File: config.mk
export PLATFORM = sky130hd
export DESIGN_NAME = mac_gap_mgmt
export DESIGN_NICKNAME = d
export VERILOG_FILES = /design/src/design/gap_timer.v /design/src/design/mac_gap_mgmt.v
export VERILOG_INCLUDE_DIRS = /design/src /design/src/design
export SDC_FILE = /design/constraint.sdc
export NUM_CORES = 1
export LEC_CHECK = 0
export BUFFER_PORTS_ARGS = -buffer_cell sky130_fd_sc_hd__buf_4
export CAP_MARGIN = 10
export CORE_MARGIN = 2
export CORE_UTILIZATION = 24
export DETAILED_ROUTE_END_ITERATION = 8
export MAX_ROUTING_LAYER = met4
export PLACE_DENSITY = 0.5
export SYNTH_ARGS = -nofsm -noshare
export SYNTH_HDL_FRONTEND = slang
export SYNTH_SLANG_ARGS = --single-unit
File: constraint.sdc
create_clock -name mclk_i -period 7.1 [get_ports mclk_i]
set_input_delay 1.42 -clock mclk_i [delete_from_list [all_inputs] [get_ports mclk_i]]
set_output_delay 1.42 -clock mclk_i [all_outputs]
set_load 0.005 [all_outputs]
File: src/design/mac_gap_consts.vh
// Constants for the gap timer and PHY management request block.
// Assumes a 16-bit register port with 3-bit word addresses.
`ifndef MAC_GAP_CONSTS_VH
`define MAC_GAP_CONSTS_VH

// Register offsets (word addresses)
`define OFS_CFG 3'h0
`define OFS_B2B 3'h1
`define OFS_SPLIT 3'h2
`define OFS_REQ 3'h3
`define OFS_ADDR 3'h4
`define OFS_RDATA 3'h6
`define OFS_IND 3'h7

// Reset values
`define RST_B2B 16'h0018
`define RST_SPLIT_100 16'h1018
`define RST_SPLIT_10 16'h4060
`define RST_REQ 16'h0000
`define RST_ADDR 16'h061F

// Field positions
`define B2B_LSB 0
`define TOTAL_LSB 0
`define DEFER_LSB 8
`define MODE_LSB 8
`define REQ_SINGLE 0
`define REQ_SCAN 1
`define PHY_REG_ADDR_FIELD_LSB 0
`define PHY_ADDR_FIELD_LSB 8
`define IND_BUSY 0
`define IND_SCAN 1
`define IND_VALID 2

// Interface modes
`define MODE_MII 2'b00
`define MODE_TPPMD 2'b01
`define MODE_10BT 2'b10

// Management clock timing
`define MCLK_NS 40
`define MDC_HALF_NS 200
`define MDC_HALF_CYC ((`MDC_HALF_NS + `MCLK_NS - 1) / `MCLK_NS)
`define FRAME_BITS 64
`define DRIVE_BITS 46
`define DATA_FIRST 48

`endif

File: src/design/gap_timer.v
// Interpacket gap timer, counted in transmit clock ticks.
// Assumes tick_i is a one-cycle pulse per rising transmit clock edge.
`timescale 1ns/10ps
`default_nettype none
`include "mac_gap_consts.vh"

module gap_timer (
  input wire mclk_i,
  input wire rst_n_i,
  input wire tick_i,
  input wire tx_end_i,
  input wire b2b_i,
  input wire crs_i,
  input wire [6:0] b2b_gap_count_i,
  input wire [6:0] defer_window_count_i,
  input wire [6:0] total_gap_count_i,
  output wire gap_open_o
);

  // ----------------------------------------
  // States
  // ----------------------------------------
  localparam ST_OPEN = 2'd0; // Gap elapsed
  localparam ST_B2B = 2'd1; // Back-to-back gap
  localparam ST_SPLIT = 2'd2; // Deferring gap

  reg [1:0] state_reg; // Current state
  reg [6:0] cnt_reg; // Elapsed ticks
  reg open_reg; // Gap elapsed flag

  assign gap_open_o = open_reg;

  // ----------------------------------------
  // Gap sequencing
  // ----------------------------------------
  // Counter saturates below 128, limits are 7 bits
  always @(posedge mclk_i or negedge rst_n_i) begin
    if (!rst_n_i) begin
      state_reg <= ST_OPEN;
      cnt_reg <= 7'h00;
      open_reg <= 1'b1;
    end else if (tx_end_i) begin
      // New gap after each frame
      cnt_reg <= 7'h00;
      open_reg <= 1'b0;
      state_reg <= b2b_i ? ST_B2B : ST_SPLIT;
    end else begin
      case (state_reg)
        ST_B2B: begin
          if (cnt_reg >= b2b_gap_count_i) begin
            open_reg <= 1'b1;
            state_reg <= ST_OPEN;
          end else if (tick_i) begin
            cnt_reg <= cnt_reg + 7'h01;
          end
        end
        ST_SPLIT: begin
          if (crs_i && cnt_reg < defer_window_count_i) begin
            // Carrier in first part restarts the gap
            cnt_reg <= 7'h00;
          end else if (cnt_reg >= total_gap_count_i) begin
            // Carrier ignored from here on
            open_reg <= 1'b1;
            state_reg <= ST_OPEN;
          end else if (tick_i) begin
            cnt_reg <= cnt_reg + 7'h01;
          end
        end
        ST_OPEN: begin
          open_reg <= 1'b1;
        end
        default: begin
          state_reg <= ST_OPEN;
        end
      endcase
    end
  end

endmodule // gap_timer
`default_nettype wire

File: src/design/mac_gap_mgmt.v
// What this block does
// Back-to-back gap equals field times tx clock
// Back-to-back gap resets to 24 counts
// Split gap reset value follows interface mode
// Defer to carrier only in first part
// Total gap equals low field count
// Deferring part equals high field count
// Host writes gaps only while idle
// Host sets 96 counts for 10BASE-T
// Request register write-only, zero reset, MII only
// Single read bit self-clears on completion
// Scan bit repeats reads until cleared
// Host keeps scan set for link detect
// Two-bit mode selects MII, TP-PMD, 10BASE-T
// Reads use PHY and register address fields
// Read result lands in read data register
// Reserved gap bits read zero, ignore writes
// Gap counts follow transmit clock safely
//
// Top of the gap timer and management read block.
// Assumes a plain register port and a PHY with MDC/MDIO.
`timescale 1ns/10ps
`default_nettype none
`include "mac_gap_consts.vh"

module mac_gap_mgmt (
  input wire mclk_i,
  input wire rst_n_i,
  input wire [2:0] addr_i,
  input wire [15:0] wdata_i,
  input wire wr_i,
  input wire rd_i,
  output wire [15:0] rdata_o,
  input wire txclk_i,
  input wire crs_i,
  input wire tx_end_i,
  input wire b2b_i,
  input wire [1:0] mode_strap_i,
  input wire mdio_i,
  output wire mdio_o,
  output wire mdio_oe_o,
  output wire mdc_o,
  output wire gap_open_o
);

  // ----------------------------------------
  // Reset release
  // ----------------------------------------
  reg [1:0] rst_sync_reg; // Reset synchroniser
  wire rst_n; // Synchronised reset

  always @(posedge mclk_i or negedge rst_n_i) begin
    if (!rst_n_i) begin
      rst_sync_reg <= 2'b00;
    end else begin
      rst_sync_reg <= {rst_sync_reg[0], 1'b1};
    end
  end

  assign rst_n = rst_sync_reg[1];

  // ----------------------------------------
  // Input synchronisers
  // ----------------------------------------
  // Order: txclk, crs, mdio, strap[1:0]
  reg [4:0] meta_reg; // First stage, read by second only
  reg [4:0] sync_reg; // Second stage
  reg txclk_d_reg; // Delayed tx clock for edge find

  always @(posedge mclk_i or negedge rst_n) begin
    if (!rst_n) begin
      meta_reg <= 5'h00;
      sync_reg <= 5'h00;
      txclk_d_reg <= 1'b0;
    end else begin
      meta_reg <= {txclk_i, crs_i, mdio_i, mode_strap_i};
      sync_reg <= meta_reg;
      txclk_d_reg <= sync_reg[4];
    end
  end

  // Tx clock is sampled, so rising edges map to ticks here
  wire tx_tick = sync_reg[4] & ~txclk_d_reg;
  wire crs_s = sync_reg[3];
  wire mdio_s = sync_reg[2];
  wire [1:0] strap_s = sync_reg[1:0];

  // ----------------------------------------
  // Registers
  // ----------------------------------------
  reg [1:0] mode_reg; // Interface mode
  reg [6:0] b2b_gap_count; // Back-to-back gap
  reg [6:0] defer_window_count; // Deferring part
  reg [6:0] total_gap_count; // Total split gap
  reg single_read_request; // Single read pending
  reg scan_reg; // Continuous read
  reg [4:0] phy_addr_field; // PHY address
  reg [4:0] phy_reg_addr_field; // PHY register
  reg [15:0] phy_read_result; // Last read data
  reg valid_reg; // Result valid
  reg [2:0] init_reg; // Strap capture delay
  reg [15:0] rdata_reg; // Read data register
  reg busy_reg; // Frame in progress
  reg frame_done; // Pulse at frame end

  wire mii_mode = (mode_reg == `MODE_MII);
  wire wr_req = wr_i && addr_i == `OFS_REQ;

  // Strap needs two cycles through sync before capture
  wire init_load = (init_reg == 3'd2);

  // Reset words at full width, sliced into fields below
  localparam [15:0] RST_B2B_W = `RST_B2B;
  localparam [15:0] RST_SPLIT_100_W = `RST_SPLIT_100;
  localparam [15:0] RST_SPLIT_10_W = `RST_SPLIT_10;
  localparam [15:0] RST_ADDR_W = `RST_ADDR;

  // ----------------------------------------
  // Register writes
  // ----------------------------------------
  always @(posedge mclk_i or negedge rst_n) begin
    if (!rst_n) begin
      mode_reg <= `MODE_MII;
      b2b_gap_count <= RST_B2B_W[`B2B_LSB +: 7];
      defer_window_count <= RST_SPLIT_100_W[`DEFER_LSB +: 7];
      total_gap_count <= RST_SPLIT_100_W[`TOTAL_LSB +: 7];
      phy_addr_field <= RST_ADDR_W[`PHY_ADDR_FIELD_LSB +: 5];
      phy_reg_addr_field <= RST_ADDR_W[`PHY_REG_ADDR_FIELD_LSB +: 5];
      init_reg <= 3'd0;
    end else begin
      if (init_reg != 3'd3) begin
        init_reg <= init_reg + 3'd1;
      end
      if (init_load) begin
        // Catch strap after release
        mode_reg <= strap_s;
        if (strap_s == `MODE_10BT) begin
          defer_window_count <= RST_SPLIT_10_W[`DEFER_LSB +: 7];
          total_gap_count <= RST_SPLIT_10_W[`TOTAL_LSB +: 7];
        end
      end else if (wr_i) begin
        case (addr_i)
          `OFS_CFG: mode_reg <= wdata_i[`MODE_LSB +: 2];
          `OFS_B2B: b2b_gap_count <= wdata_i[`B2B_LSB +: 7];
          `OFS_SPLIT: begin
            defer_window_count <= wdata_i[`DEFER_LSB +: 7];
            total_gap_count <= wdata_i[`TOTAL_LSB +: 7];
          end
          `OFS_ADDR: begin
            phy_addr_field <= wdata_i[`PHY_ADDR_FIELD_LSB +: 5];
            phy_reg_addr_field <= wdata_i[`PHY_REG_ADDR_FIELD_LSB +: 5];
          end
          default: begin
            // Other offsets hold nothing writable here
          end
        endcase
      end
    end
  end

  // ----------------------------------------
  // Request bits
  // ----------------------------------------
  // Write wins over hardware clear at frame end
  always @(posedge mclk_i or negedge rst_n) begin
    if (!rst_n) begin
      single_read_request <= 1'b0;
      scan_reg <= 1'b0;
    end else if (wr_req) begin
      single_read_request <= wdata_i[`REQ_SINGLE];
      scan_reg <= wdata_i[`REQ_SCAN];
    end else if (frame_done) begin
      single_read_request <= 1'b0;
    end
  end

  // ----------------------------------------
  // Register reads
  // ----------------------------------------
  // Data stands only in the cycle after the strobe
  always @(posedge mclk_i or negedge rst_n) begin
    if (!rst_n) begin
      rdata_reg <= 16'h0000;
    end else if (!rd_i) begin
      rdata_reg <= 16'h0000;
    end else begin
      case (addr_i)
        `OFS_CFG: rdata_reg <= {6'h00, mode_reg, 8'h00};
        `OFS_B2B: rdata_reg <= {9'h000, b2b_gap_count};
        `OFS_SPLIT: rdata_reg <= {1'b0, defer_window_count, 1'b0,
                                  total_gap_count};
        `OFS_ADDR: rdata_reg <= {3'h0, phy_addr_field, 3'h0,
                                 phy_reg_addr_field};
        `OFS_RDATA: rdata_reg <= phy_read_result;
        `OFS_IND: rdata_reg <= {13'h0000, valid_reg, scan_reg, busy_reg};
        default: rdata_reg <= 16'h0000; // Write-only and unmapped R09
      endcase
    end
  end

  assign rdata_o = rdata_reg;

  // ----------------------------------------
  // Management clock divider
  // ----------------------------------------
  reg [3:0] div_reg; // Half period counter
  reg mdc_reg; // Management clock
  wire mdc_tick = (div_reg == `MDC_HALF_CYC - 1);

  always @(posedge mclk_i or negedge rst_n) begin
    if (!rst_n) begin
      div_reg <= 4'h0;
      mdc_reg <= 1'b0;
    end else if (!busy_reg) begin
      // Clock parks low between frames
      div_reg <= 4'h0;
      mdc_reg <= 1'b0;
    end else if (mdc_tick) begin
      div_reg <= 4'h0;
      mdc_reg <= ~mdc_reg;
    end else begin
      div_reg <= div_reg + 4'h1;
    end
  end

  assign mdc_o = mdc_reg;

  // ----------------------------------------
  // Management read frame
  // ----------------------------------------
  // Preamble, start 01, read 10, addresses, turnaround, data
  reg [45:0] shift_reg; // Outgoing header bits
  reg [15:0] cap_reg; // Incoming data bits
  reg [5:0] bit_reg; // Bit position in frame
  reg mdio_out_reg; // Driven level
  reg mdio_oe_reg; // Drive enable

  // Only MII mode starts frames; none in the cycle after a frame ends,
  // while the single bit is still being cleared, or it would read twice
  wire start = !busy_reg && !frame_done && mii_mode
               && (single_read_request || scan_reg);
  wire rise = mdc_tick && !mdc_reg; // Sample point
  wire fall = mdc_tick && mdc_reg; // Drive point

  always @(posedge mclk_i or negedge rst_n) begin
    if (!rst_n) begin
      shift_reg <= 46'h0;
      cap_reg <= 16'h0000;
      bit_reg <= 6'd0;
      mdio_out_reg <= 1'b0;
      mdio_oe_reg <= 1'b0;
      busy_reg <= 1'b0;
      frame_done <= 1'b0;
      phy_read_result <= 16'h0000;
      valid_reg <= 1'b0;
    end else begin
      frame_done <= 1'b0;
      if (start) begin
        // Load header from the address register
        shift_reg <= {32'hFFFF_FFFF, 2'b01, 2'b10,
                      phy_addr_field, phy_reg_addr_field};
        mdio_out_reg <= 1'b1;
        mdio_oe_reg <= 1'b1;
        bit_reg <= 6'd0;
        busy_reg <= 1'b1;
      end else if (busy_reg && rise) begin
        if (bit_reg >= `DATA_FIRST) begin
          cap_reg <= {cap_reg[14:0], mdio_s};
        end
      end else if (busy_reg && fall) begin
        if (bit_reg == `FRAME_BITS - 1) begin
          // Frame over, publish data
          busy_reg <= 1'b0;
          frame_done <= 1'b1;
          phy_read_result <= cap_reg;
          valid_reg <= 1'b1;
        end else begin
          bit_reg <= bit_reg + 6'd1;
          shift_reg <= {shift_reg[44:0], 1'b0};
          mdio_out_reg <= shift_reg[44];
          // Release line at turnaround
          mdio_oe_reg <= (bit_reg < `DRIVE_BITS - 1);
        end
      end
    end
  end

  assign mdio_o = mdio_out_reg;
  assign mdio_oe_o = mdio_oe_reg;

  // ----------------------------------------
  // Gap timer
  // ----------------------------------------
  // Host must not rewrite gaps mid-transmit
  gap_timer u_gap (
    .mclk_i(mclk_i),
    .rst_n_i(rst_n),
    .tick_i(tx_tick),
    .tx_end_i(tx_end_i),
    .b2b_i(b2b_i),
    .crs_i(crs_s),
    .b2b_gap_count_i(b2b_gap_count),
    .defer_window_count_i(defer_window_count),
    .total_gap_count_i(total_gap_count),
    .gap_open_o(gap_open_o)
  );

endmodule // mac_gap_mgmt
`default_nettype wire

# After elaboration in Yosys (flattened, before gate mapping)
# Cells that the tools add are included.
# totals
regBits	170
input_bits	30
elab_cells	161
# op_classes
addsub	4
n_eq_ne	23
muxes	60
n_reduce_logical	35
order_cmp	5
bitwise_logic	6
# op_table
op	count
2-to-1 mux 45 bit	4
one-hot mux 16 bit (6 select lines)	1
2-to-1 mux 7 bit	13
2-to-1 mux 1 bit	24
2-to-1 mux 6 bit	4
AND reduction 3 bit	7
2-to-1 mux 16 bit	1
2-to-1 mux 2 bit	8
greater-or-equal comparator 7 bit	2
one-hot mux 7 bit (2 select lines)	1
AND reduction 4 bit	3
nonzero test 2 bit	6
== test 3 x 2 -> 1 bit (second input constant)	3
== test 3 bit (second input constant)	3
logical AND 1 bit	9
!= test 3 x 2 -> 1 bit (second input constant)	3
2-to-1 mux 4 bit	2
adder 7 x 1 -> 7 bit (second input constant)	1
less-than comparator 7 bit	1
adder 6 x 1 -> 6 bit (second input constant)	1
== test 6 bit (second input constant)	1
greater-or-equal comparator 6 bit (second input constant)	1
less-than comparator 6 bit (second input constant)	1
!= test 2 bit (second input constant)	3
20 further kinds	30

# Logic depth before layout (Yosys ltp)
# logic_depth
word_depth	7
depth_mapped	9

# Modules after synthesis
# Synthesis repeated with hierarchy kept, for this count alone.
# hier_totals
cells_unflattened	685
area_unflattened_um2	7567.3
# by_module_without_submodules
mod	area_per_inst_um2	cells_per_inst	instances
mac_gap_mgmt	6557.5	567	1
gap_timer	1009.7	118	1

# Least setup slack after synthesis
# No wires, ideal clock.
# synth_timing
path_kind	input to register
from	in addr_i[2]
to	reg phy_addr_field[0]
n_path_buf	1
t_required_ns	6.975
setup_slack_ns	4.617
t_arrival_ns	2.359
stages	4
cell_sequence	nor2b_1 -> clkbuf_1 -> nand2_1 -> mux2_2
# synth_via
elab_chain_cells	2
# synth_lines
element	line_no	source
start, declared	mac_gap_mgmt.v:29	input wire [2:0] addr_i,
== test 3 bit	mac_gap_mgmt.v:142	case (addr_i)
AND reduction 3 bit (no line)	n/a	
end signal, assigned	mac_gap_mgmt.v:127	phy_addr_field <= RST_ADDR_W[`PHY_ADDR_FIELD_LSB +: 5];
end signal, assigned	mac_gap_mgmt.v:150	phy_addr_field <= wdata_i[`PHY_ADDR_FIELD_LSB +: 5];
end, declared	mac_gap_mgmt.v:97	reg [4:0] phy_addr_field;
# No other way between the ends.
# A chain may end at the register's enable or synchronous reset.

# Worst setup path in the final report
# layout_timing
from	in addr_i[2]
to	reg phy_addr_field[4]
# Same word-level chain as after synthesis.

==> PnR_summary.wiki <==
{| class="wikitable"
! Metric !! Value
|-
| Cts hold-fix bufs || 0
|-
| Clock tree from TritonCTS || yes
|-
| Maximum number of pins on one net before global-route repair || 71
|-
| Worst clock skew || 0.0127 ns
|-
| Final hold violations || 0
|-
| Power density over the cells || around 300 nW/um2
|-
| Core box area || between 30000 and 40000 um2
|-
| Minimum clock period || 3.05 ns
|-
| Seq/Total Area, Yosys || between 50% and 60%
|-
| Via count of the first global-routing pass || slightly above 5000
|-
| Critical path capture point type || flip-flop
|-
| Cell accounting for the most synthesized area || sky130_fd_sc_hd__dfrtp_1
|-
| Number of antenna-violating nets in the routed design || 0
|-
| Die width || 183 um
|-
| Max Used Layer || met4
|-
| Fraction of post-synthesis cell area in the top cell type by area || between 50% and 60%
|-
| Final net count || approximately 800
|-
| Antenna violations before repair || 0
|-
| Post-CTS Resized || 0
|-
| Data required time at the worst endpoint || ~7.4 ns
|-
| # DRC || 0
|-
| Synth top area cells || sky130_fd_sc_hd__dfrtp_1 (51%), sky130_fd_sc_hd__mux2_2 (7.3%), sky130_fd_sc_hd__ha_1 (5.0%)
|-
| Ratio of cells with drive above 1 in the final layout || a little over a fifth
|-
| Final core occ || about 29%
|-
| Run status || completed
|-
| Clock Path Buffers || 2
|-
| Total wire length || 17400 um
|-
| Synthesized area divided by synthesized cell count || between 10 and 15 um2
|-
| Critical Setup Path Class || in -> reg
|-
| TritonCTS Buffers || 17
|-
| Global-route wire length before repair || slightly below 30000 um
|-
| Hold Path Class || reg -> reg
|-
| Most frequently used flop master after synthesis || sky130_fd_sc_hd__dfrtp_1
|-
| Remaining max-slew budget at the tightest pin || between 20% and 30%
|-
| Number of top-level design ports || 50
|-
| CTS clock-pin slew for the worst setup and hold paths || ~0.08 ns
|-
| Synthesized cell area || about 7700 um2
|-
| Count of flip-flops with a built-in enable after synthesis || 0
|-
| Vertical extent of the die || roughly 180 um
|-
| Antenna fix cells || 0
|-
| Vias || approximately 5200
|-
| Post-route total power || ~2.8 mW
|-
| Share of flip-flops with an asynchronous set or reset || between 90% and 100%
|-
| Final-report setup violation count || 0
|-
| Metal-1 WL || 8790 um
|-
| Maximum clock rate || 0.328 GHz
|-
| Starting utilization of the core area || between 20% and 30%
|-
| GRT overflow || 0
|-
| Port Buffers || 47
|-
| Final routed wire length divided by cell count || around 15 um
|-
| Seq cells post-synth || between 150 and 200
|-
| Number of fill cells in the layout || ~3300
|-
| RePlAce Congestion || around 0.77
|-
| Worst Tran Pin Value || roughly 1.1 ns
|-
| First drt pass iteration count || 4
|-
| Root buffer cell || sky130_fd_sc_hd__clkbuf_16
|-
| Arrival time worst endpoint || ~3.4 ns
|-
| Overall die area || approximately 33000 um2
|-
| Fin Setup TNS || 0 ns
|-
| Worst VDD drop || roughly 0.15 mV
|-
| Setup repair bufs after CTS || 0
|-
| Maximum fanout along the worst path || 25
|-
| Max Cap Violations || 0
|-
| Final worst-path cycle share || 43.0%
|-
| Area growth from synthesis to layout || 17.6%
|-
| Total half-perimeter wirelength after legalization and detailed placement || between 10000 and 15000 um
|-
| Detailed-routed wire length on met3 || roughly 500 um
|-
| Iteration-0 DRC count of the detailed router || about 370
|-
| Clock sink count || 170
|-
| Mean number of vias per cell || approximately 4.5
|-
| Length of routed met2 wiring || 7870 um
|-
| Worst-Skew Late Latency || between 0.4 and 0.5 ns
|-
| Global-route total usage across every layer || a little under an eighth
|-
| Register cell area after layout || about 4300 um2
|-
| RSZ-0062 raised after global routing || no
|-
| Clock H-tree levels || 4
|-
| Cell count after synthesis || approximately 700
|-
| Startpoint kind of the worst setup timing path || input port
|-
| Synth warn || 0
|-
| Area occupied by multi-input gates || about 3200 um2
|-
| Number of library cell types mapped by synthesis || 58
|-
| Net count after synthesis || roughly 760
|-
| Slew Limit Fails || 0
|-
| Site row count || 65
|-
| Max FFs per register || 45
|-
| P_leak || roughly 4.1 nW
|}
logic make-up (layout without fill, tap and decap cells):
kind of cell	after synthesis	in the layout	share of synthesized area [%]
xor gates and xnor gates	6	6	0.684
other	1	1	0.0488
DFF	170	170	55.6
buffers and inverters	65	116	3.45
AOI/OAI and AO/OA	99	99	9.10
and+or+nand+nor	264	264	16.2
muxes	66	66	9.87
adders and majority gates	31	31	5.05
area by class of cell:
| class | count | share of cell area (%) |
|---|---|---|
| multi-input combinational | 467 | 34.9 |
| clock buffer | 17 | 4.71 |
| tap | 402 | 5.57 |
| sequential | 170 | 47.3 |
| timing repair buffer | 51 | 4.24 |
| clock inverter | 15 | 1.90 |
| inverter | 33 | 1.37 |
worst max-delay path, cell delays in order:
cell,delay (ns)
sky130_fd_sc_hd__buf_4,0.26
sky130_fd_sc_hd__nor2b_1,0.70
sky130_fd_sc_hd__nand2_1,0.54
sky130_fd_sc_hd__mux2_2,0.43
layout by cell type (no fill, tap or decap), types with 14 or more instances in the layout:
cell type,n
sky130_fd_sc_hd__nor3_1,15
sky130_fd_sc_hd__clkbuf_16,17
sky130_fd_sc_hd__dfrtp_1,156
sky130_fd_sc_hd__mux2_2,50
sky130_fd_sc_hd__nand3_1,38
sky130_fd_sc_hd__ha_1,31
sky130_fd_sc_hd__nand2_1,87
sky130_fd_sc_hd__buf_4,51
sky130_fd_sc_hd__a31oi_1,14
sky130_fd_sc_hd__inv_1,33
sky130_fd_sc_hd__o21ai_0,17
sky130_fd_sc_hd__nor2_1,66
cell usage after synthesis, types with 3 or more instances:
cell type,instances
sky130_fd_sc_hd__xor2_1,3
sky130_fd_sc_hd__nand4_1,7
sky130_fd_sc_hd__buf_1,3
sky130_fd_sc_hd__a22o_1,12
sky130_fd_sc_hd__xnor2_1,3
sky130_fd_sc_hd__and2_1,7
sky130_fd_sc_hd__ha_1,31
sky130_fd_sc_hd__mux2i_1,9
sky130_fd_sc_hd__a221oi_1,3
sky130_fd_sc_hd__inv_1,33
sky130_fd_sc_hd__a21oi_1,11
sky130_fd_sc_hd__dfrtp_1,157
sky130_fd_sc_hd__o311ai_0,3
sky130_fd_sc_hd__nor2_1,66
sky130_fd_sc_hd__and4_1,4
sky130_fd_sc_hd__a31oi_1,14
sky130_fd_sc_hd__clkbuf_1,19
sky130_fd_sc_hd__mux2_4,7
sky130_fd_sc_hd__nor3_1,15
sky130_fd_sc_hd__o21a_1,4
sky130_fd_sc_hd__o21ai_0,17
sky130_fd_sc_hd__a211oi_1,7
sky130_fd_sc_hd__dfstp_2,13
sky130_fd_sc_hd__nand2_1,88
sky130_fd_sc_hd__buf_2,8
sky130_fd_sc_hd__mux2_2,50
sky130_fd_sc_hd__a22oi_1,10
sky130_fd_sc_hd__a21o_1,4
sky130_fd_sc_hd__nand3_1,38
sky130_fd_sc_hd__nor2b_1,12
sky130_fd_sc_hd__nor4_1,3
sky130_fd_sc_hd__nand2b_1,8
report_power, final:
part / total [mW] / internal (mW) / switching (mW)
Clock: 0.932 / 0.476 / 0.456
Sequential: 1.34 / 1.19 / 0.154
Combinational: 0.481 / 0.222 / 0.259
path summary, 6_finish.rpt:
check	slack (ns)	endpoint	cells past startpoint	start
max	4.05	phy_addr_field[4]$_DFFE_PN0P_	4	addr_i[2]
min	0.35	sync_reg[3]$_DFF_PN0_	0	meta_reg[3]$_DFF_PN0_
max reg2reg	4.23	bit_reg[5]$_DFFE_PN0P_	7	busy_reg$_DFFE_PN0P_
min reg2reg	0.35	sync_reg[3]$_DFF_PN0_	0	meta_reg[3]$_DFF_PN0_
max in group asynchronous	5.37	shift_reg[4]$_DFFE_PN0P_	1	rst_sync_reg[1]$_DFF_PN0_
min in group asynchronous	0.36	init_reg[0]$_DFFE_PN0P_	0	rst_sync_reg[1]$_DFF_PN0_
per-stage QoR:
stage	area [um2]	cells	hold WS [ns]	worst slack (ns)
final	9040	1155	0.352	4.05
after global routing	9040	1155	0.361	3.89
after CTS	9040	1155	0.353	4.04
after detailed placement	8440	1123	0.335	3.59
after global placement	8440	1123	0.331	3.60
after floorplan	7680	702	0.331	2.04
routing by layer:
layer | vias to the layer above | global-route usage (%)
li1 | 2523 | -
met1 | 2603 | 15.7
met2 | 69 | 16.6
met3 | 16 | 2.12
met4 | 0 | 3.78
met5 | - | -
Note: power is estimated with default switching activity, not from simulation.
